==> config.mk <==
export PLATFORM = sky130hd
export DESIGN_NAME = lpo_ctrl
export DESIGN_NICKNAME = d
export VERILOG_FILES = /design/src/lpo_pkg.sv /design/src/lpo_ctrl.sv
export SDC_FILE = /design/constraint.sdc
export NUM_CORES = 1
export LEC_CHECK = 0
export BUFFER_PORTS_ARGS = -buffer_cell sky130_fd_sc_hd__buf_2
export CAP_MARGIN = 20
export CORE_UTILIZATION = 45
export CTS_BUF_LIST = sky130_fd_sc_hd__clkbuf_4
export CTS_CLUSTER_DIAMETER = 40
export DETAILED_ROUTE_END_ITERATION = 10
export PLACE_DENSITY = 0.8
export SETUP_SLACK_MARGIN = 0.4
export SYNTH_ARGS = -nofsm -noshare
export SYNTH_HDL_FRONTEND = slang
export SYNTH_SLANG_ARGS = --single-unit
==> constraint.sdc <==
create_clock -name aclk -period 2.5 [get_ports aclk]
set_input_delay 0.5 -clock aclk [delete_from_list [all_inputs] [get_ports aclk]]
set_output_delay 0.5 -clock aclk [all_outputs]
set_load 0.02 [all_outputs]
==> src/lpo_pkg.sv <==
// constants, register layout and bus carriers for the oscillator control block
// ----------------------------------------------------------------------------
// Function
// - reserved bits of every oscillator control register always read zero
// - slow oscillator lock bit set blocks further writes to its register
// - slow start-up counter ticks on ultra-low-power clock, length from 3-bit select
// - start-up select codes 0..7 give 3,4,6,10,18,34,66,130 cycles
// - slow ready flag sets after start-up count plus two more sync cycles
// - run-on-request set: oscillator runs only while some peripheral requests it
// - run-on-request clear: enabled oscillator runs regardless of requests
// - in standby: off if keep-in-standby zero, else request rule still applies
// - keep-in-standby one and run-on-request zero: runs all through standby
// - slow register bit 3 gates the 1kHz derived output
// - slow register bit 2 gates the 32kHz output
// - slow register bit 1 switches the slow oscillator on or off
// - ultra-low-power register bit 7 locks that register against writes
// - ultra-low-power trim loaded from factory calibration at startup
// - fast register at 0x20 resets to 0x87070382
// - fast divider codes 0..3 divide output by 1,2,4,8
// - fast band field selects four bands, loaded from factory calibration
// - fast trim splits into temperature upper six and process lower six bits
// ----------------------------------------------------------------------------
package lpo_pkg;

	localparam int ADDR_W = 8;
	localparam int DATA_W = 32;
	localparam int REQ_W  = 4;

	// ------------------------------------------------------------------------
	// register map
	// ------------------------------------------------------------------------
	localparam logic [ADDR_W-1:0] STATUS_OFS = 8'h0C;
	localparam logic [ADDR_W-1:0] SLOW_OFS   = 8'h18;
	localparam logic [ADDR_W-1:0] ULP_OFS    = 8'h1C;
	localparam logic [ADDR_W-1:0] FAST_OFS   = 8'h20;

	localparam logic [1:0] RESP_OKAY   = 2'h0;
	localparam logic [1:0] RESP_SLVERR = 2'h2;

	// slow internal oscillator fields
	localparam int SLOW_EN_B    = 1;
	localparam int SLOW_32K_B   = 2;
	localparam int SLOW_1K_B    = 3;
	localparam int SLOW_KEEP_B  = 6;
	localparam int SLOW_REQ_B   = 7;
	localparam int SLOW_SU_LO   = 8;
	localparam int SLOW_LOCK_B  = 12;
	localparam int SLOW_TRIM_LO = 16;
	localparam logic [31:0] SLOW_RESET = 32'h003F0080;
	localparam logic [31:0] SLOW_MASK  = 32'h007F17CE;

	// ultra-low-power oscillator fields
	localparam int ULP_LOCK_B = 7;
	localparam logic [31:0] ULP_MASK = 32'h0000009F;

	// fast internal oscillator fields
	localparam int FAST_EN_B    = 1;
	localparam int FAST_KEEP_B  = 6;
	localparam int FAST_REQ_B   = 7;
	localparam int FAST_DIV_LO  = 8;
	localparam int FAST_TRIM_LO = 16;
	localparam int FAST_BAND_LO = 30;
	localparam int TRIM_HALF    = 6;
	localparam logic [31:0] FAST_RESET = 32'h87070382;
	localparam logic [31:0] FAST_MASK  = 32'hCFFF03C2;

	localparam int STATUS_RDY_B = 0;

	// ------------------------------------------------------------------------
	// start-up timing, in ultra-low-power clock cycles
	// ------------------------------------------------------------------------
	localparam logic [7:0] SYNC_CYCLES = 8'h02;
	localparam logic [7:0] STARTUP_CYCLES [8] = '{
		8'h03, 8'h04, 8'h06, 8'h0A, 8'h12, 8'h22, 8'h42, 8'h82
	};

	typedef enum {ST_OFF, ST_COUNT, ST_READY} lpo_state_t;

	typedef struct packed {
		logic [ADDR_W-1:0] awaddr;
		logic              awvalid;
		logic [DATA_W-1:0] wdata;
		logic [3:0]        wstrb;
		logic              wvalid;
		logic              bready;
		logic [ADDR_W-1:0] araddr;
		logic              arvalid;
		logic              rready;
	} lpo_axi_req_t;

	typedef struct packed {
		logic              awready;
		logic              wready;
		logic              bvalid;
		logic [1:0]        bresp;
		logic              arready;
		logic              rvalid;
		logic [DATA_W-1:0] rdata;
		logic [1:0]        rresp;
	} lpo_axi_rsp_t;

endpackage

==> src/lpo_ctrl.sv <==
// oscillator control and status block with an AXI4-Lite register slave
`timescale 1ns/1ps
`default_nettype none
module lpo_ctrl (
	input  wire logic                        aclk,
	input  wire logic                        aresetn,
	input  wire lpo_pkg::lpo_axi_req_t       axi_req,
	output lpo_pkg::lpo_axi_rsp_t            axi_rsp,
	input  wire logic                        ulp_clk_in,
	input  wire logic                        standby_in,
	input  wire logic                        write_protect_in,
	input  wire logic [lpo_pkg::REQ_W-1:0]   slow_req_in,
	input  wire logic [lpo_pkg::REQ_W-1:0]   fast_req_in,
	input  wire logic [4:0]                  ulp_factory_trim,
	input  wire logic [1:0]                  fast_factory_band,
	input  wire logic [11:0]                 fast_factory_trim,
	output logic                             slow_osc_run,
	output logic                             slow_osc_ready_flag,
	output logic                             slow_full_rate_out_en,
	output logic                             slow_tick_out_en,
	output logic [6:0]                       slow_frequency_trim,
	output logic [4:0]                       ulp_frequency_trim,
	output logic                             fast_osc_run,
	output logic [1:0]                       fast_frequency_band,
	output logic [5:0]                       fast_trim_temperature,
	output logic [5:0]                       fast_trim_process,
	output logic [3:0]                       fast_output_divider
);
	import lpo_pkg::*;
	// ------------------------------------------------------------------------
	// input synchronisers
	// ------------------------------------------------------------------------
	localparam int SYNC_W = 3 + 2 * REQ_W;
	logic [SYNC_W-1:0] raw_in;
	logic [SYNC_W-1:0] sync1_q;
	logic [SYNC_W-1:0] sync2_q;
	assign raw_in = {ulp_clk_in, standby_in, write_protect_in, slow_req_in, fast_req_in};
	genvar gi;
	generate
		for (gi = 0; gi < SYNC_W; gi++) begin : g_sync
			always_ff @(posedge aclk) begin
				if (!aresetn) begin
					sync1_q[gi] <= 1'b0;
					sync2_q[gi] <= 1'b0;
				end else begin
					sync1_q[gi] <= raw_in[gi];
					sync2_q[gi] <= sync1_q[gi];
				end
			end
		end
	endgenerate
	logic             ulp_s;
	logic             standby_s;
	logic             wprot_s;
	logic [REQ_W-1:0] slow_req_s;
	logic [REQ_W-1:0] fast_req_s;
	assign {ulp_s, standby_s, wprot_s, slow_req_s, fast_req_s} = sync2_q;
	// ------------------------------------------------------------------------
	// register state
	// ------------------------------------------------------------------------
	logic       slow_en_q;
	logic       slow_32k_q;
	logic       slow_1k_q;
	logic       slow_keep_q;
	logic       slow_req_q;
	logic [2:0] slow_su_q;
	logic       slow_lock_q;
	logic [6:0] slow_trim_q;
	logic       ulp_lock_q;
	logic [4:0] ulp_trim_q;
	logic       fast_en_q;
	logic       fast_keep_q;
	logic       fast_req_q;
	logic [1:0] fast_div_q;
	logic [11:0] fast_trim_q;
	logic [1:0] fast_band_q;
	logic       cal_loaded_q;
	logic       slow_rdy_q;
	// read views; reserved positions are constant zero
	logic [31:0] slow_view;
	logic [31:0] ulp_view;
	logic [31:0] fast_view;
	logic [31:0] status_view;
	assign slow_view = {9'h000, slow_trim_q, 3'h0, slow_lock_q, 1'h0, slow_su_q,
		slow_req_q, slow_keep_q, 2'h0, slow_1k_q, slow_32k_q, slow_en_q, 1'h0};
	assign ulp_view = {24'h000000, ulp_lock_q, 2'h0, ulp_trim_q};
	assign fast_view = {fast_band_q, 2'h0, fast_trim_q, 6'h00, fast_div_q,
		fast_req_q, fast_keep_q, 4'h0, fast_en_q, 1'h0};
	assign status_view = {31'h00000000, slow_rdy_q};
	// ------------------------------------------------------------------------
	// AXI4-Lite write channel
	// ------------------------------------------------------------------------
	logic              aw_full_q;
	logic              w_full_q;
	logic [ADDR_W-1:0] aw_addr_q;
	logic [31:0]       w_data_q;
	logic [3:0]        w_strb_q;
	logic              bvalid_q;
	logic [1:0]        bresp_q;
	logic              wr_go;
	logic [31:0]       strb_mask;
	logic [31:0]       wr_old;
	logic [31:0]       wr_new;
	logic              wr_mapped;
	assign axi_rsp.awready = !aw_full_q && !bvalid_q;
	assign axi_rsp.wready  = !w_full_q && !bvalid_q;
	assign axi_rsp.bvalid  = bvalid_q;
	assign axi_rsp.bresp   = bresp_q;
	assign wr_go = aw_full_q && w_full_q && !bvalid_q;
	always_ff @(posedge aclk) begin
		if (!aresetn) begin
			aw_full_q <= 1'b0;
			aw_addr_q <= '0;
		end else if (axi_req.awvalid && axi_rsp.awready) begin
			aw_full_q <= 1'b1;
			aw_addr_q <= axi_req.awaddr;
		end else if (wr_go) begin
			aw_full_q <= 1'b0;
		end
	end
	always_ff @(posedge aclk) begin
		if (!aresetn) begin
			w_full_q <= 1'b0;
			w_data_q <= '0;
			w_strb_q <= '0;
		end else if (axi_req.wvalid && axi_rsp.wready) begin
			w_full_q <= 1'b1;
			w_data_q <= axi_req.wdata;
			w_strb_q <= axi_req.wstrb;
		end else if (wr_go) begin
			w_full_q <= 1'b0;
		end
	end
	always_comb begin
		for (int b = 0; b < 4; b++) begin
			strb_mask[b*8 +: 8] = {8{w_strb_q[b]}};
		end
		wr_mapped = 1'b1;
		case (aw_addr_q & 8'hFC)
			SLOW_OFS: wr_old = slow_view;
			ULP_OFS:  wr_old = ulp_view;
			FAST_OFS: wr_old = fast_view;
			STATUS_OFS: wr_old = status_view;
			default: begin
				wr_old    = 32'h00000000;
				wr_mapped = 1'b0;
			end
		endcase
		wr_new = (wr_old & ~strb_mask) | (w_data_q & strb_mask);
	end
	logic slow_wr;
	logic ulp_wr;
	logic fast_wr;
	// locked or protected writes still answer OKAY; software sees no change
	assign slow_wr = wr_go && (aw_addr_q & 8'hFC) == SLOW_OFS && !slow_lock_q && !wprot_s;
	assign ulp_wr  = wr_go && (aw_addr_q & 8'hFC) == ULP_OFS && !ulp_lock_q && !wprot_s;
	assign fast_wr = wr_go && (aw_addr_q & 8'hFC) == FAST_OFS && !wprot_s;

	always_ff @(posedge aclk) begin
		if (!aresetn) begin
			bvalid_q <= 1'b0;
			bresp_q  <= RESP_OKAY;
		end else if (wr_go) begin
			bvalid_q <= 1'b1;
			bresp_q  <= wr_mapped ? RESP_OKAY : RESP_SLVERR;
		end else if (axi_req.bready) begin
			bvalid_q <= 1'b0;
		end
	end
	// ------------------------------------------------------------------------
	// control registers
	// ------------------------------------------------------------------------
	always_ff @(posedge aclk) begin
		if (!aresetn) begin
			slow_en_q   <= SLOW_RESET[SLOW_EN_B];
			slow_32k_q  <= SLOW_RESET[SLOW_32K_B];
			slow_1k_q   <= SLOW_RESET[SLOW_1K_B];
			slow_keep_q <= SLOW_RESET[SLOW_KEEP_B];
			slow_req_q  <= SLOW_RESET[SLOW_REQ_B];
			slow_su_q   <= SLOW_RESET[SLOW_SU_LO +: 3];
			slow_lock_q <= SLOW_RESET[SLOW_LOCK_B];
			slow_trim_q <= SLOW_RESET[SLOW_TRIM_LO +: 7];
		end else if (slow_wr) begin
			slow_en_q   <= wr_new[SLOW_EN_B];
			slow_32k_q  <= wr_new[SLOW_32K_B];
			slow_1k_q   <= wr_new[SLOW_1K_B];
			slow_keep_q <= wr_new[SLOW_KEEP_B];
			slow_req_q  <= wr_new[SLOW_REQ_B];
			slow_su_q   <= wr_new[SLOW_SU_LO +: 3];
			slow_lock_q <= wr_new[SLOW_LOCK_B];
			slow_trim_q <= wr_new[SLOW_TRIM_LO +: 7];
		end
	end

	// factory data is caught on the first edge after reset release
	always_ff @(posedge aclk) begin
		if (!aresetn) begin
			cal_loaded_q <= 1'b0;
		end else begin
			cal_loaded_q <= 1'b1;
		end
	end

	always_ff @(posedge aclk) begin
		if (!aresetn) begin
			ulp_lock_q <= 1'b0;
			ulp_trim_q <= 5'h00;
		end else if (!cal_loaded_q) begin
			ulp_trim_q <= ulp_factory_trim;
		end else if (ulp_wr) begin
			ulp_lock_q <= wr_new[ULP_LOCK_B];
			ulp_trim_q <= wr_new[4:0];
		end
	end

	always_ff @(posedge aclk) begin
		if (!aresetn) begin
			fast_en_q   <= FAST_RESET[FAST_EN_B];
			fast_keep_q <= FAST_RESET[FAST_KEEP_B];
			fast_req_q  <= FAST_RESET[FAST_REQ_B];
			fast_div_q  <= FAST_RESET[FAST_DIV_LO +: 2];
			fast_trim_q <= FAST_RESET[FAST_TRIM_LO +: 12];
			fast_band_q <= FAST_RESET[FAST_BAND_LO +: 2];
		end else if (!cal_loaded_q) begin
			fast_trim_q <= fast_factory_trim;
			fast_band_q <= fast_factory_band;
		end else if (fast_wr) begin
			fast_en_q   <= wr_new[FAST_EN_B];
			fast_keep_q <= wr_new[FAST_KEEP_B];
			fast_req_q  <= wr_new[FAST_REQ_B];
			fast_div_q  <= wr_new[FAST_DIV_LO +: 2];
			fast_trim_q <= wr_new[FAST_TRIM_LO +: 12];
			fast_band_q <= wr_new[FAST_BAND_LO +: 2];
		end
	end

	// ------------------------------------------------------------------------
	// run decisions
	// ------------------------------------------------------------------------
	logic slow_run_c;
	logic fast_run_c;
	assign slow_run_c = slow_en_q
		&& (!slow_req_q || |slow_req_s)
		&& (!standby_s || slow_keep_q);
	assign fast_run_c = fast_en_q
		&& (!fast_req_q || |fast_req_s)
		&& (!standby_s || fast_keep_q);

	// ------------------------------------------------------------------------
	// slow start-up counter on ultra-low-power clock edges
	// ------------------------------------------------------------------------
	logic       ulp_prev_q;
	logic       ulp_tick;
	lpo_state_t su_state_q;
	logic [7:0] su_cnt_q;
	assign ulp_tick = ulp_s && !ulp_prev_q;
	always_ff @(posedge aclk) begin
		if (!aresetn) begin
			ulp_prev_q <= 1'b0;
		end else begin
			ulp_prev_q <= ulp_s;
		end
	end

	// count is start-up plus sync; a stop at any point restarts from the top
	always_ff @(posedge aclk) begin
		if (!aresetn) begin
			su_state_q <= ST_OFF;
			su_cnt_q   <= 8'h00;
			slow_rdy_q <= 1'b0;
		end else begin
			case (su_state_q)
				ST_OFF: begin
					slow_rdy_q <= 1'b0;
					if (slow_run_c) begin
						su_state_q <= ST_COUNT;
						su_cnt_q   <= STARTUP_CYCLES[slow_su_q] + SYNC_CYCLES;
					end
				end
				ST_COUNT: begin
					if (!slow_run_c) begin
						su_state_q <= ST_OFF;
					end else if (ulp_tick) begin
						su_cnt_q <= su_cnt_q - 8'h01;
						if (su_cnt_q == 8'h01) begin
							su_state_q <= ST_READY;
							slow_rdy_q <= 1'b1;
						end
					end
				end
				ST_READY: begin
					if (!slow_run_c) begin
						su_state_q <= ST_OFF;
						slow_rdy_q <= 1'b0;
					end
				end
				default: begin
					su_state_q <= ST_OFF;
					slow_rdy_q <= 1'b0;
				end
			endcase
		end
	end

	// ------------------------------------------------------------------------
	// AXI4-Lite read channel
	// ------------------------------------------------------------------------
	logic        rvalid_q;
	logic [31:0] rdata_q;
	logic [1:0]  rresp_q;
	assign axi_rsp.arready = !rvalid_q;
	assign axi_rsp.rvalid  = rvalid_q;
	assign axi_rsp.rdata   = rdata_q;
	assign axi_rsp.rresp   = rresp_q;
	always_ff @(posedge aclk) begin
		if (!aresetn) begin
			rvalid_q <= 1'b0;
			rdata_q  <= 32'h00000000;
			rresp_q  <= RESP_OKAY;
		end else if (axi_req.arvalid && !rvalid_q) begin
			rvalid_q <= 1'b1;
			rresp_q  <= RESP_OKAY;
			case (axi_req.araddr & 8'hFC)
				SLOW_OFS:   rdata_q <= slow_view & SLOW_MASK;
				ULP_OFS:    rdata_q <= ulp_view & ULP_MASK;
				FAST_OFS:   rdata_q <= fast_view & FAST_MASK;
				STATUS_OFS: rdata_q <= status_view;
				default: begin
					rdata_q <= 32'h00000000;
					rresp_q <= RESP_SLVERR;
				end
			endcase
		end else if (axi_req.rready) begin
			rvalid_q <= 1'b0;
		end
	end

	// ------------------------------------------------------------------------
	// outputs
	// ------------------------------------------------------------------------
	logic slow_run_q;
	logic fast_run_q;
	always_ff @(posedge aclk) begin
		if (!aresetn) begin
			slow_run_q <= 1'b0;
			fast_run_q <= 1'b0;
		end else begin
			slow_run_q <= slow_run_c;
			fast_run_q <= fast_run_c;
		end
	end

	assign slow_osc_run          = slow_run_q;
	assign slow_osc_ready_flag   = slow_rdy_q;
	assign slow_full_rate_out_en = slow_32k_q && slow_rdy_q;
	assign slow_tick_out_en      = slow_1k_q && slow_rdy_q;
	assign slow_frequency_trim   = slow_trim_q;
	assign ulp_frequency_trim    = ulp_trim_q;
	assign fast_osc_run          = fast_run_q;
	assign fast_frequency_band   = fast_band_q;
	assign fast_trim_temperature = fast_trim_q[TRIM_HALF +: TRIM_HALF];
	assign fast_trim_process     = fast_trim_q[0 +: TRIM_HALF];
	assign fast_output_divider   = 4'h1 << fast_div_q;

endmodule // lpo_ctrl

`default_nettype wire

# After elaboration in Yosys (flattened, before gate mapping)
# Memory sizes are Yosys's and may differ from the RTL's.
# Index checks and enable logic that the tools add are counted.
# totals
elab_cells	173
out_inout_bits	76
mem_bits_ro	64
regBits	192
memories	1
# op_classes
bitwise_logic	5
shift	1
muxes	36
eq_ne	20
reduce_logical	52
magnitude_cmp	1
addsub	2
# mem_list
memory	words	word_bits	read_ports	rd_clocked_by_memory_dff	wr	line	source
(name not given)	8	8	1	0	0	lpo_ctrl.sv:277	su_cnt_q <= STARTUP_CYCLES[slow_su_q] + SYNC_CYCLES;
# op_table
op	n
32-bit case mux with 4 select lines	2
32-bit two-way mux	5
32-bit case mux with 3 select lines	1
32-bit bitwise AND	2
8-bit two-way mux	5
32-bit by 1-bit == test with 1-bit output (second input constant)	1
32-bit by 2-bit == test with 1-bit output (second input constant)	1
32-bit logical NOT	1
32-bit NOT	1
32-bit bitwise OR	1
6-bit by 3-bit == test with 1-bit output (second input constant)	4
12-bit two-way mux	2
1-bit logical AND	22
8-bit case mux with 2 select lines	1
4-bit OR reduction	4
1-bit two-way mux	13
6-bit by 2-bit == test with 1-bit output (second input constant)	2
6-bit by 4-bit == test with 1-bit output (second input constant)	2
4-bit AND reduction	3
1-bit logical NOT	11
5-bit two-way mux	2
2-bit != test (second input constant)	5
2-bit nonzero test	5
8-bit by 2-bit adder with 8-bit output (second input constant)	1
11 further kinds	20

# Longest topological paths before layout
# Gate-level depths: netlist of the first run.
# logic_depth
ltp_word	7
ltp_mapped	8
mapped_depth_nobuf	8

# Least setup slack after synthesis of the first run
# Ideal clock, no wire load.
# synth_path
kind	input port to flip-flop
startpoint	input port axi_req[4] in the netlist's numbering
endpoint	register rdata_q[22]
t_required_ns	2.426
setup_ns	0.074
arrival_time_ns	2.025
cell_stages	6
slack_ns	0.400
path_cell_list	buf_2 or4b_1 nor3_2 buf_2 a22oi_1 o21ai_0
# synth_between
elab_chain_cells	2
elab_cells_between_ends	5
cone_classes	eq/ne (4); mux (1)
# synth_rtl
element	line	source
start, declared	lpo_ctrl.sv:7	input wire lpo_pkg::lpo_axi_req_t axi_req,
6-bit by 2-bit == test with 1-bit output, or another cell as far along	lpo_ctrl.sv:323	case (axi_req.araddr & 8'hFC)
32-bit case mux with 4 select lines *	lpo_ctrl.sv:323	
end signal, assigned	lpo_ctrl.sv:324	SLOW_OFS: rdata_q <= slow_view & SLOW_MASK;
end signal, assigned	lpo_ctrl.sv:325	ULP_OFS: rdata_q <= ulp_view & ULP_MASK;
end signal, assigned	lpo_ctrl.sv:326	FAST_OFS: rdata_q <= fast_view & FAST_MASK;
end, declared	lpo_ctrl.sv:309	logic [31:0] rdata_q;
# Mark *: on every way between the ends. The rest lies on a longest branch, timed or not.
# A chain may end at the register's enable or synchronous reset.

# Worst setup path after layout of the first run
# layout_path
startpoint	register aw_addr_q[7]
endpoint	register slow_su_q[0]
# layout_between
elab_chain_cells	4
elab_cells_between_ends	10
cone_classes	eq/ne (4); mux (1); bitwise (2); reduce/logical (3)
# layout_rtl
element	line	source
start, declared	lpo_ctrl.sv:95	logic [ADDR_W-1:0] aw_addr_q;
start signal, assigned	lpo_ctrl.sv:116	aw_addr_q <= axi_req.awaddr;
6-bit by 2-bit == test with 1-bit output, or another cell as far along	lpo_ctrl.sv:139	case (aw_addr_q & 8'hFC)
32-bit case mux with 4 select lines / 1-bit logical AND (equally long branches)	lpo_ctrl.sv:139, lpo_ctrl.sv:155	
32-bit bitwise AND / 1-bit logical AND (equally long branches)	lpo_ctrl.sv:149, lpo_ctrl.sv:155	
32-bit bitwise OR / 1-bit logical AND (equally long branches)	lpo_ctrl.sv:149, lpo_ctrl.sv:155	
end signal, assigned	lpo_ctrl.sv:180	slow_su_q <= SLOW_RESET[SLOW_SU_LO +: 3];
end signal, assigned	lpo_ctrl.sv:189	slow_su_q <= wr_new[SLOW_SU_LO +: 3];
end, declared	lpo_ctrl.sv:66	logic [2:0] slow_su_q;
# Parallel ways exist; a longest one is shown, timed or not.

==> results.py, run 1 <==
metrics = {
    "power_and_ir_drop": {
        "total_power_mw": 4.33,
        "sequentialPowerShare_pct": 56.8,
        "combPwrFrac_pct": 11.1,
        "powerDensity_nw_per_um2": 592,
        "intPower_mw": 3.18,
        "clock_power_share_pct": 32.1,
        "switching_share_pct": 26.6,
        "vdd.ir_drop.worst_uv": 312,
        "p_sw_mw": 1.15,
        "leakage_nw": 3.00,
    },
    "timing": {
        "fin_ws_ns": 0.475,
        "relSlewSlack_pct": 43.7,
        "skew_ns": 0.0201,
        "drv_slew": 0,
        "setup_tns_ns": 0,
        "fmax_ghz": 0.494,
        "fin_crit_sh_pct": 81.0,
        "rsz0062_at_grt": "false",
        "finalSetupViolations": 0,
        "worst_slew_pin_slew_ns": 0.841,
        "hold_viol": 0,
        "fin_crit_ns": 2.02,
    },
    "floorplan": {
        "initial_utilization_pct": 46.2,
        "die-area_um2": 14100,
        "io_pins": 165,
        "die_h_um": 119,
        "rows": 42,
        "core_area_um2": 13300,
        "die_w_um": 119,
    },
    "cts": {
        "clk_latency_ns": 0.56,
        "htree_levels": 4,
        "cts_made_buffers": 17,
        "clkSinkCount": 144,
        "tritoncts": "yes",
        "path_clk_slew_ns": 0.11,
        "cts_root_buf": "clkbuf_4",
        "cts.path.max_buffers": 2,
    },
    "place": {
        "hpwl_mm": 11.8,
        "pre_cts_ws_ns": 0.259,
        "place.gp.congestion": 0.869,
        "place_area_um2": 6980,
        "io_buffers": 144,
    },
    "synth": {
        "syn_inst": 734,
        "synth_edf_count": 0,
        "syn-cell-area_um2": 6140,
        "yosysUniqueCellTypes": 59,
        "ys_seq_elements": 144,
        "async_reset_ff_share_pct": 0,
        "seq_area_frac_synth_pct": 47.0,
        "synth.avg_cell_area_um2": 8.36,
        "yosys_warnings": 0,
        "synth_ff_type": "dfxtp_1",
    },
    "routing": {
        "drc": 0,
        "firstDrtPassIters": 8,
        "drt-total-wl_mm": 16.6,
        "via_per_inst": 5.47,
        "drt-wirelength-per-cell_um": 15.7,
        "postRouteAntennaNets": 0,
        "num_vias": 5762,
        "drt-initial-drc-count": 529,
    },
    "min_path": {
        "hp-start": "axi_req[0]",
        "worst_hold_path_type": "primary input to flip-flop",
    },
    "global_routing": {
        "grt_max_degree": 72,
        "use_met3_pct": 4.97,
        "grt_use_met1_pct": 32.2,
        "grt.met2_usage_pct": 37.0,
        "grt_pass1_wl_mm": 26.5,
        "grtUsageTotal_pct": 23.9,
        "grt_busiest_layer": "met2",
        "antenna_found_initial": 1,
        "grt_pass1_vias": 5282,
        "grt_remaining_overflow": 0,
    },
    "critical_path": {
        "start_kind": "flip-flop",
        "critPathKind": "flip-flop to flip-flop",
        "cp.arrival_ns": 2.52,
        "critPathCaptureType": "flip-flop",
        "worstSetupStartpoint": "aw_addr_q[7]$_SDFFE_PN0P_",
        "crit_path_max_fanout": 5,
        "crit_required_ns": 3.00,
        "crit_buf_inv": 0,
        "timing.rr.start": "aw_addr_q[7]$_SDFFE_PN0P_",
        "crit_chain": "or4b_4, or4_4, a2111oi_4, a21oi_1, a21oi_1",
        "crit_family": "simple AND/OR/NAND/NOR gates",
        "slowest_stage": "or4b_4",
        "path_common_cell": "a21oi_1",
        "slowest_delay_ns": 0.59,
    },
    "final_layout": {
        "finalNetCount": 962,
        "final_cell_mix": "144 x buf_2, 139 x dfxtp_1, 120 x nand2_1, 78 x a21oi_1, 46 x nor2_1",
        "final_common_cell": "buf_2",
        "layout-drive-gt1-share_pct": 25.1,
        "fin_area_um2": 7320,
        "areaGrowthSynthToFinish_pct": 19.3,
        "fill_cells": 1271,
        "fin_util_pct": 55.1,
    },
    "outcome": {
        "status": "finished clean",
    },
    "flow_run": {
        "maxCapViolations": 0,
    },
}
-- layer usage --
metal / vias to the layer above / wire (um)
met3: 27 / 1190
met2: 251 / 7570
met4: 0 / 252
met1: 2657 / 7570
li1: 2827 / -
met5: - / 0
-- Yosys cell counts (3+ instances only) --
library cell / instances / share of area (%)
nand4_1: 3 / 0.31
o21ai_0: 39 / 3.2
nand2b_1: 5 / 0.51
a22oi_1: 18 / 2.2
a2bb2oi_1: 7 / 1.0
a21oi_1: 78 / 6.4
buf_2: 5 / 0.41
nor4b_1: 3 / 0.43
ha_1: 7 / 1.4
nor4_1: 4 / 0.41
a211oi_1: 6 / 0.73
a31oi_1: 11 / 1.1
nor2b_1: 9 / 0.92
mux2i_1: 20 / 3.3
nor3_1: 11 / 0.90
nor2_1: 47 / 2.9
dfxtp_1: 144 / 47
xnor2_1: 3 / 0.43
a311oi_1: 3 / 0.43
mux2_2: 7 / 1.3
buf_4: 11 / 1.3
and2_1: 28 / 2.9
inv_1: 14 / 0.86
clkbuf_1: 40 / 2.4
o211ai_1: 3 / 0.37
nand3_1: 33 / 2.7
o22ai_1: 5 / 0.51
nand2_1: 120 / 7.3
and3_1: 7 / 0.71
o2111ai_1: 3 / 0.43
-- power groups by stage --
stage	logic, mW	clock network [mW]	registers, mW
after global placement	0.462	0	2.50
after CTS	0.473	1.42	2.46
after floorplan	0.297	0	2.50
after global routing	0.528	1.54	2.47
final	0.482	1.39	2.46
after detailed placement	0.468	0	2.51
-- through the flow --
step                hold slack, ns  instances
floorplan                    0.412        742
global placement             0.414       1020
detailed placement           0.419       1020
CTS                         0.0862       1049
global route                 0.102       1053
finish                       0.121       1053
-- cell families after synthesis --
kind of cell,synth area share (%)
compound gates,18.9
xor+xnor,0.428
fa+ha+maj,1.43
buf+inv,5.30
flops,47.0
mux,4.55
other cells,0.0611
simple gates,22.3
-- cell type report --
type	instances	area (um^2)	share of cell area (%)
multi-input combinational	524	3020	41.3
sequential	144	2890	39.5
timing repair buffer	163	876	12.0
tap	176	220	3.01
clock buffer	21	158	2.15
clock inverter	8	92.6	1.26
inverter	16	60.1	0.820
antenna	1	2.50	0.0342
-- worst reg2reg max path, stage by stage, from the launching register on --
cell and delay (ns):
dfxtp_2 0.36, or4b_4 0.59, or4_4 0.45, a2111oi_4 0.33, a21oi_1 0.09, a21oi_1 0.16
-- path summary, 6_finish.rpt --
kind,slack (ns),cells past startpoint,end
max,0.48,5,slow_su_q[0]$_SDFFE_PN0P_
min,0.12,2,rvalid_q$_SDFFE_PN0P_
max reg2reg,0.48,5,slow_su_q[0]$_SDFFE_PN0P_
min reg2reg,0.44,1,slow_req_s[2]$_SDFF_PN0_
-- what timing repair did --
item / in CTS / in global routing
buffers inserted: 0 / 3
gates resized for setup: 3 / 13
endpoints found under the setup margin: 4 / 23
hold buffers: 0 / 0
hold endpoints to repair: 0 / 0
pin swaps: 0 / 4
-- state kept, by name, summed over array words and instances, names as in the netlist, 2 cells and up --
name and count:
rdata_q 25, w_data_q 25, fast_trim_q 12, sync1_q 11, su_cnt_q 8, slow_frequency_trim 7
aw_addr_q 6, ulp_frequency_trim 5, fast_req_s 4, slow_req_s 4, w_strb_q 4, slow_su_q 3
fast_div_q 2, fast_frequency_band 2, su_state_q 2
(Power assumes the default switching activity.)
==> inputs of run 2 (changes only) <==
==> constraint.sdc (replaced) <==
create_clock -name aclk -period 1.9 [get_ports aclk]
set_input_delay 0.38 -clock aclk [delete_from_list [all_inputs] [get_ports aclk]]
set_output_delay 0.38 -clock aclk [all_outputs]
set_load 0.02 [all_outputs]
==> run 2 against run 1 <==
  * The run now ends with negative setup slack left
  * Via count up 13%
  * Sequential share of layout area down 5.5 points
  * Critical endpoint is now fast_div_q[1]$_SDFFE_PN1P_
  * Flip-flop and latch count unchanged
  * Combinational power up 87%
  * Fmax down 0.76%
  * Die area unchanged
  * Clock power up 24%
  * Sequential power up 31%
  * Final cell count up 8.5%
  * Largest power group unchanged
  * Wire length up 22%
==> results.py, run 2 (synthesis gave the netlist of run 1 again) <==
metrics = {
    "outcome": {
        "status": "finished with violations",
        "violations": "negative setup slack",
    },
    "final_layout": {
        "fill_cells": 988,
        "top_regs": "rdata_q: 25 flops, w_data_q: 25 flops, fast_trim_q: 12 flops",
        "final_cell_mix": "118 x nand2_1, 109 x buf_4, 92 x dfxtp_1, 86 x buf_2, 71 x a21oi_1",
        "finalNetCount": 1047,
        "fin_util_pct": 66.3,
        "areaGrowthSynthToFinish_pct": 43.7,
        "final_common_cell": "nand2_1",
        "layout-drive-gt1-share_pct": 41.1,
    },
    "routing": {
        "drc": 0,
        "postRouteAntennaNets": 0,
        "firstDrtPassIters": 6,
        "drt-total-wl_mm": 20.3,
        "via_per_inst": 5.68,
        "drt-wirelength-per-cell_um": 17.7,
        "num_vias": 6488,
        "drt-initial-drc-count": 661,
    },
    "critical_path": {
        "start_kind": "flip-flop",
        "critPathKind": "flip-flop to flip-flop",
        "crit_buf_inv": 0,
        "critPathCaptureType": "flip-flop",
        "slowest_stage": "or4b_4",
        "ff2ff_path_depth": 5,
        "slowest_delay_ns": 0.57,
        "crit_chain": "or4b_4, or4_4, a2111oi_4, a211oi_1, o21ai_1",
        "crit_required_ns": 2.41,
        "cp.arrival_ns": 2.55,
        "crit_family": "simple AND/OR/NAND/NOR gates",
        "crit_path_max_fanout": 4,
        "crit_cells": 5,
    },
    "global_routing": {
        "grt_remaining_overflow": 0,
        "grt_use_met1_pct": 34.7,
        "grtUsageTotal_pct": 26.7,
        "grt_busiest_layer": "met2",
        "grt_pass1_wl_mm": 29.3,
        "use_met3_pct": 6.13,
        "grt_max_degree": 44,
        "grt_pass1_vias": 5818,
        "antenna_found_initial": 2,
        "grt.met2_usage_pct": 42.6,
    },
    "cts": {
        "clk_latency_ns": 0.58,
        "cts_root_buf": "clkbuf_4",
        "clkSinkCount": 144,
        "tritoncts": "yes",
        "htree_levels": 4,
        "path_clk_slew_ns": 0.13,
        "cts_made_buffers": 17,
        "cts.path.max_buffers": 2,
    },
    "timing": {
        "rsz0062_at_grt": "true",
        "fin_crit_ns": 2.04,
        "fin_crit_sh_pct": 107,
        "finalSetupViolations": 13,
        "drv_slew": 0,
        "hold_viol": 0,
        "setup_tns_ns": -0.931,
        "skew_ns": 0.0197,
        "relSlewSlack_pct": 64.1,
        "worst_slew_pin_slew_ns": 0.538,
        "fin_ws_ns": -0.140,
        "fmax_ghz": 0.490,
    },
    "floorplan": {
        "die-area_um2": 14100,
        "initial_utilization_pct": 46.2,
        "core_area_um2": 13300,
        "die_h_um": 119,
        "rows": 42,
        "io_pins": 165,
        "die_w_um": 119,
    },
    "power_and_ir_drop": {
        "vdd.ir_drop.worst_uv": 303,
        "total_power_mw": 5.85,
        "powerDensity_nw_per_um2": 663,
        "leakage_nw": 3.60,
    },
    "place": {
        "io_buffers": 144,
        "hpwl_mm": 12.6,
        "place.gp.congestion": 0.954,
    },
    "min_path": {
        "worst_hold_path_type": "primary input to flip-flop",
        "whs_path_depth": 2,
    },
    "flow_run": {
        "maxCapViolations": 0,
    },
}
[run 2: layout make-up]
type | instances | area, um^2 | area share, %
multi-input combinational | 524 | 3350 | 38.0
sequential | 144 | 3000 | 34.0
timing repair buffer | 248 | 1950 | 22.1
tap | 176 | 220 | 2.50
clock buffer | 18 | 135 | 1.53
clock inverter | 14 | 100 | 1.14
inverter | 16 | 60.1 | 0.681
antenna | 2 | 5.00 | 0.0568
[run 2: what timing repair did]
| action | 4_1_cts | 5_1_grt |
|---|---|---|
| gates cloned | 2 | 0 |
| resized for setup | 114 | 132 |
| hold buffers | 2 | 1 |
| pin swaps | 16 | 28 |
| buffers inserted | 20 | 32 |
| endpoints found under the setup margin | 88 | 136 |
| hold endpoints to repair | 2 | 1 |
[run 2: final timing paths]
path | endpoint | startpoint | slack, ns
min reg2reg | slow_req_s[0]$_SDFF_PN0_ | sync1_q[4]$_SDFF_PN0_ | 0.44
min | sync1_q[3]$_SDFF_PN0_ | fast_req_in[3] | 0.01
max reg2reg | fast_div_q[1]$_SDFFE_PN1P_ | aw_addr_q[5]$_SDFFE_PN0P_ | -0.14
max | fast_div_q[1]$_SDFFE_PN1P_ | aw_addr_q[5]$_SDFFE_PN0P_ | -0.14
[run 2: metrics by stage]
| step | hold WS (ns) | setup WS (ns) | area (um^2) | instances |
|---|---|---|---|---|
| after floorplan | 0.408 | -0.0254 | 6320 | 742 |
| after global placement | 0.413 | -0.0506 | 7350 | 1051 |
| after detailed placement | 0.419 | -0.0767 | 7350 | 1051 |
| after CTS | 0.00152 | -0.0508 | 8150 | 1107 |
| after global routing | 0.000606 | -0.198 | 8820 | 1142 |
| final | 0.0138 | -0.140 | 8820 | 1142 |
[run 2: routing by layer]
layer,wire [um],up-vias
met5,0,-
met4,725,0
met3,1820,71
met2,9560,381
met1,8160,3036
li1,-,3000
[run 2: power breakdown]
group          total (mW)  switching [mW]  internal [mW]
clock network        1.73            1.10          0.629
registers            3.22          0.0987           3.12
logic               0.901           0.484          0.418
==> inputs of run 3 (changes only) <==
--- a/config.mk
+++ b/config.mk
@@ -7,6 +7,7 @@
 export LEC_CHECK = 0
 export BUFFER_PORTS_ARGS = -buffer_cell sky130_fd_sc_hd__buf_2
 export CAP_MARGIN = 20
+export CORE_MARGIN = 5
 export CORE_UTILIZATION = 45
 export CTS_BUF_LIST = sky130_fd_sc_hd__clkbuf_4
 export CTS_CLUSTER_DIAMETER = 40
==> run 3 against run 2 <==
  * The run still ends with negative setup slack left
  * Worst setup slack got worse by 0.042 ns
  * Sequential share of layout area fell by 0.65 points
  * Global-route usage fell by 3.0 points
  * Critical endpoint is now slow_frequency_trim[0]$_SDFFE_PN1P_
  * Sequential power barely moved
==> results.py, run 3 (synthesis gave the netlist of run 1 again) <==
metrics = {
    "floorplan": {
        "die-area_um2": 16100,
        "initial_utilization_pct": 46.2,
        "rows": 42,
        "io_pins": 165,
        "die_h_um": 127,
        "die_w_um": 127,
        "core_area_um2": 13300,
    },
    "global_routing": {
        "grt_pass1_wl_mm": 30.5,
        "grt_pass1_vias": 6037,
        "grt_max_degree": 60,
        "antenna_found_initial": 1,
        "grtUsageTotal_pct": 23.7,
        "grt_remaining_overflow": 0,
    },
    "timing": {
        "hold_viol": 0,
        "finalSetupViolations": 22,
        "drv_slew": 0,
        "rsz0062_at_grt": "true",
        "fmax_ghz": 0.480,
        "fin_crit_ns": 2.08,
        "setup_tns_ns": -1.80,
        "fin_ws_ns": -0.182,
        "fin_crit_sh_pct": 110,
        "relSlewSlack_pct": 57.3,
        "worst_slew_pin_slew_ns": 0.639,
        "skew_ns": 0.0189,
    },
    "final_layout": {
        "layout-drive-gt1-share_pct": 43.3,
        "fin_cells": 1142,
        "top_regs": "rdata_q: 25 flops, w_data_q: 25 flops, fast_trim_q: 12 flops",
        "fill_cells": 946,
        "final_cell_mix": "119 x nand2_1, 103 x buf_4, 85 x dfxtp_1, 84 x buf_2, 69 x a21oi_1",
        "final_common_cell": "nand2_1",
        "finalNetCount": 1048,
        "areaGrowthSynthToFinish_pct": 46.7,
    },
    "critical_path": {
        "start_kind": "flip-flop",
        "crit_chain": "or4b_4, buf_4, nor3_4, buf_4, a22oi_1, a2bb2oi_2, a31oi_1",
        "slowest_delay_ns": 0.57,
        "r2r_setup_slack_ns": -0.18,
        "crit_family": "simple AND/OR/NAND/NOR gates",
        "crit_path_max_fanout": 7,
        "critPathKind": "flip-flop to flip-flop",
        "cp.arrival_ns": 2.56,
        "crit_buf_inv": 2,
        "critPathCaptureType": "flip-flop",
        "path_common_cell": "buf_4",
        "slowest_stage": "or4b_4",
        "crit_required_ns": 2.38,
    },
    "outcome": {
        "status": "finished with violations",
        "violations": "negative setup slack",
    },
    "power_and_ir_drop": {
        "combPwrFrac_pct": 15.4,
        "switching_share_pct": 28.4,
        "p_sw_mw": 1.72,
        "vdd.ir_drop.worst_uv": 409,
        "clock_power_share_pct": 31.2,
        "total_power_mw": 6.05,
        "powerDensity_nw_per_um2": 672,
        "intPower_mw": 4.34,
        "sequentialPowerShare_pct": 53.4,
        "leakage_nw": 3.62,
    },
    "cts": {
        "cts_root_buf": "clkbuf_4",
        "clkSinkCount": 144,
        "clk_latency_ns": 0.58,
        "path_clk_slew_ns": 0.12,
        "cts_made_buffers": 17,
        "cts.path.max_buffers": 2,
        "htree_levels": 4,
        "tritoncts": "yes",
    },
    "routing": {
        "drc": 0,
        "via_per_inst": 5.74,
        "num_vias": 6553,
        "drt-initial-drc-count": 653,
        "drt-total-wl_mm": 22.0,
        "postRouteAntennaNets": 0,
        "firstDrtPassIters": 5,
        "drt-wirelength-per-cell_um": 19.2,
    },
    "place": {
        "pre_cts_ws_ns": -0.109,
        "hpwl_mm": 12.9,
        "io_buffers": 144,
        "place.gp.congestion": 0.898,
        "dp.cells": 1047,
    },
    "flow_run": {
        "maxCapViolations": 0,
    },
    "min_path": {
        "worst_hold_path_type": "primary input to flip-flop",
    },
}
-- run 3: final timing paths --
check | depth (start not counted) | to | startpoint
max reg2reg | 7 | slow_frequency_trim[0]$_SDFFE_PN1P_ | aw_addr_q[7]$_SDFFE_PN0P_
max | 7 | slow_frequency_trim[0]$_SDFFE_PN1P_ | aw_addr_q[7]$_SDFFE_PN0P_
min reg2reg | 1 | ulp_s$_SDFF_PN0_ | sync1_q[10]$_SDFF_PN0_
min | 2 | sync1_q[6]$_SDFF_PN0_ | slow_req_in[2]
-- run 3: power groups by stage --
stage               combinational [mW]  sequential (mW)  clock (mW)
floorplan                        0.411             3.29           0
global placement                 0.674             3.29           0
detailed placement               0.681             3.29           0
CTS                              0.831             3.22        1.89
global route                     0.998             3.24        2.02
finish                           0.935             3.23        1.89
-- run 3: metrics by stage --
stage / instance area, um^2 / util (%) / hold WS [ns]
finish: 9000 / 67.7 / 0.0198
global route: 9000 / 67.7 / -0.0103
CTS: 8440 / 63.5 / 0.00138
detailed placement: 7300 / 54.9 / 0.418
global placement: 7300 / 54.9 / 0.414
floorplan: 6320 / - / 0.408
-- run 3: cell type report --
class / count / area [um^2] / share of cell area, %
diodes: 1 / 2.50 / 0.0278
clock buffers: 19 / 143 / 1.58
clock inverters: 13 / 121 / 1.35
inverters: 16 / 65.1 / 0.723
multi-input cells: 525 / 3510 / 39.0
flip-flops and latches: 144 / 3000 / 33.3
well taps: 176 / 220 / 2.45
repair buffers: 248 / 1940 / 21.5
-- run 3: layer usage --
layer / track usage, % / vias to the layer above / part of all wire, %
met1: 30.5 / 3084 / 39
met4: 9.02 / 0 / 3.7
met5: 0 / - / 0
met2: 38.6 / 387 / 48
met3: 5.67 / 91 / 8.7
li1: - / 2991 / -
-- run 3: what timing repair did --
item / 4_1_cts / 5_1_grt
buffers inserted: 23 / 24
hold endpoints to repair: 10 / 1
endpoints found under the setup margin: 91 / 127
gates cloned: 3 / 1
hold buffers: 10 / 1
gates resized for setup: 180 / 104
pin swaps: 33 / 25
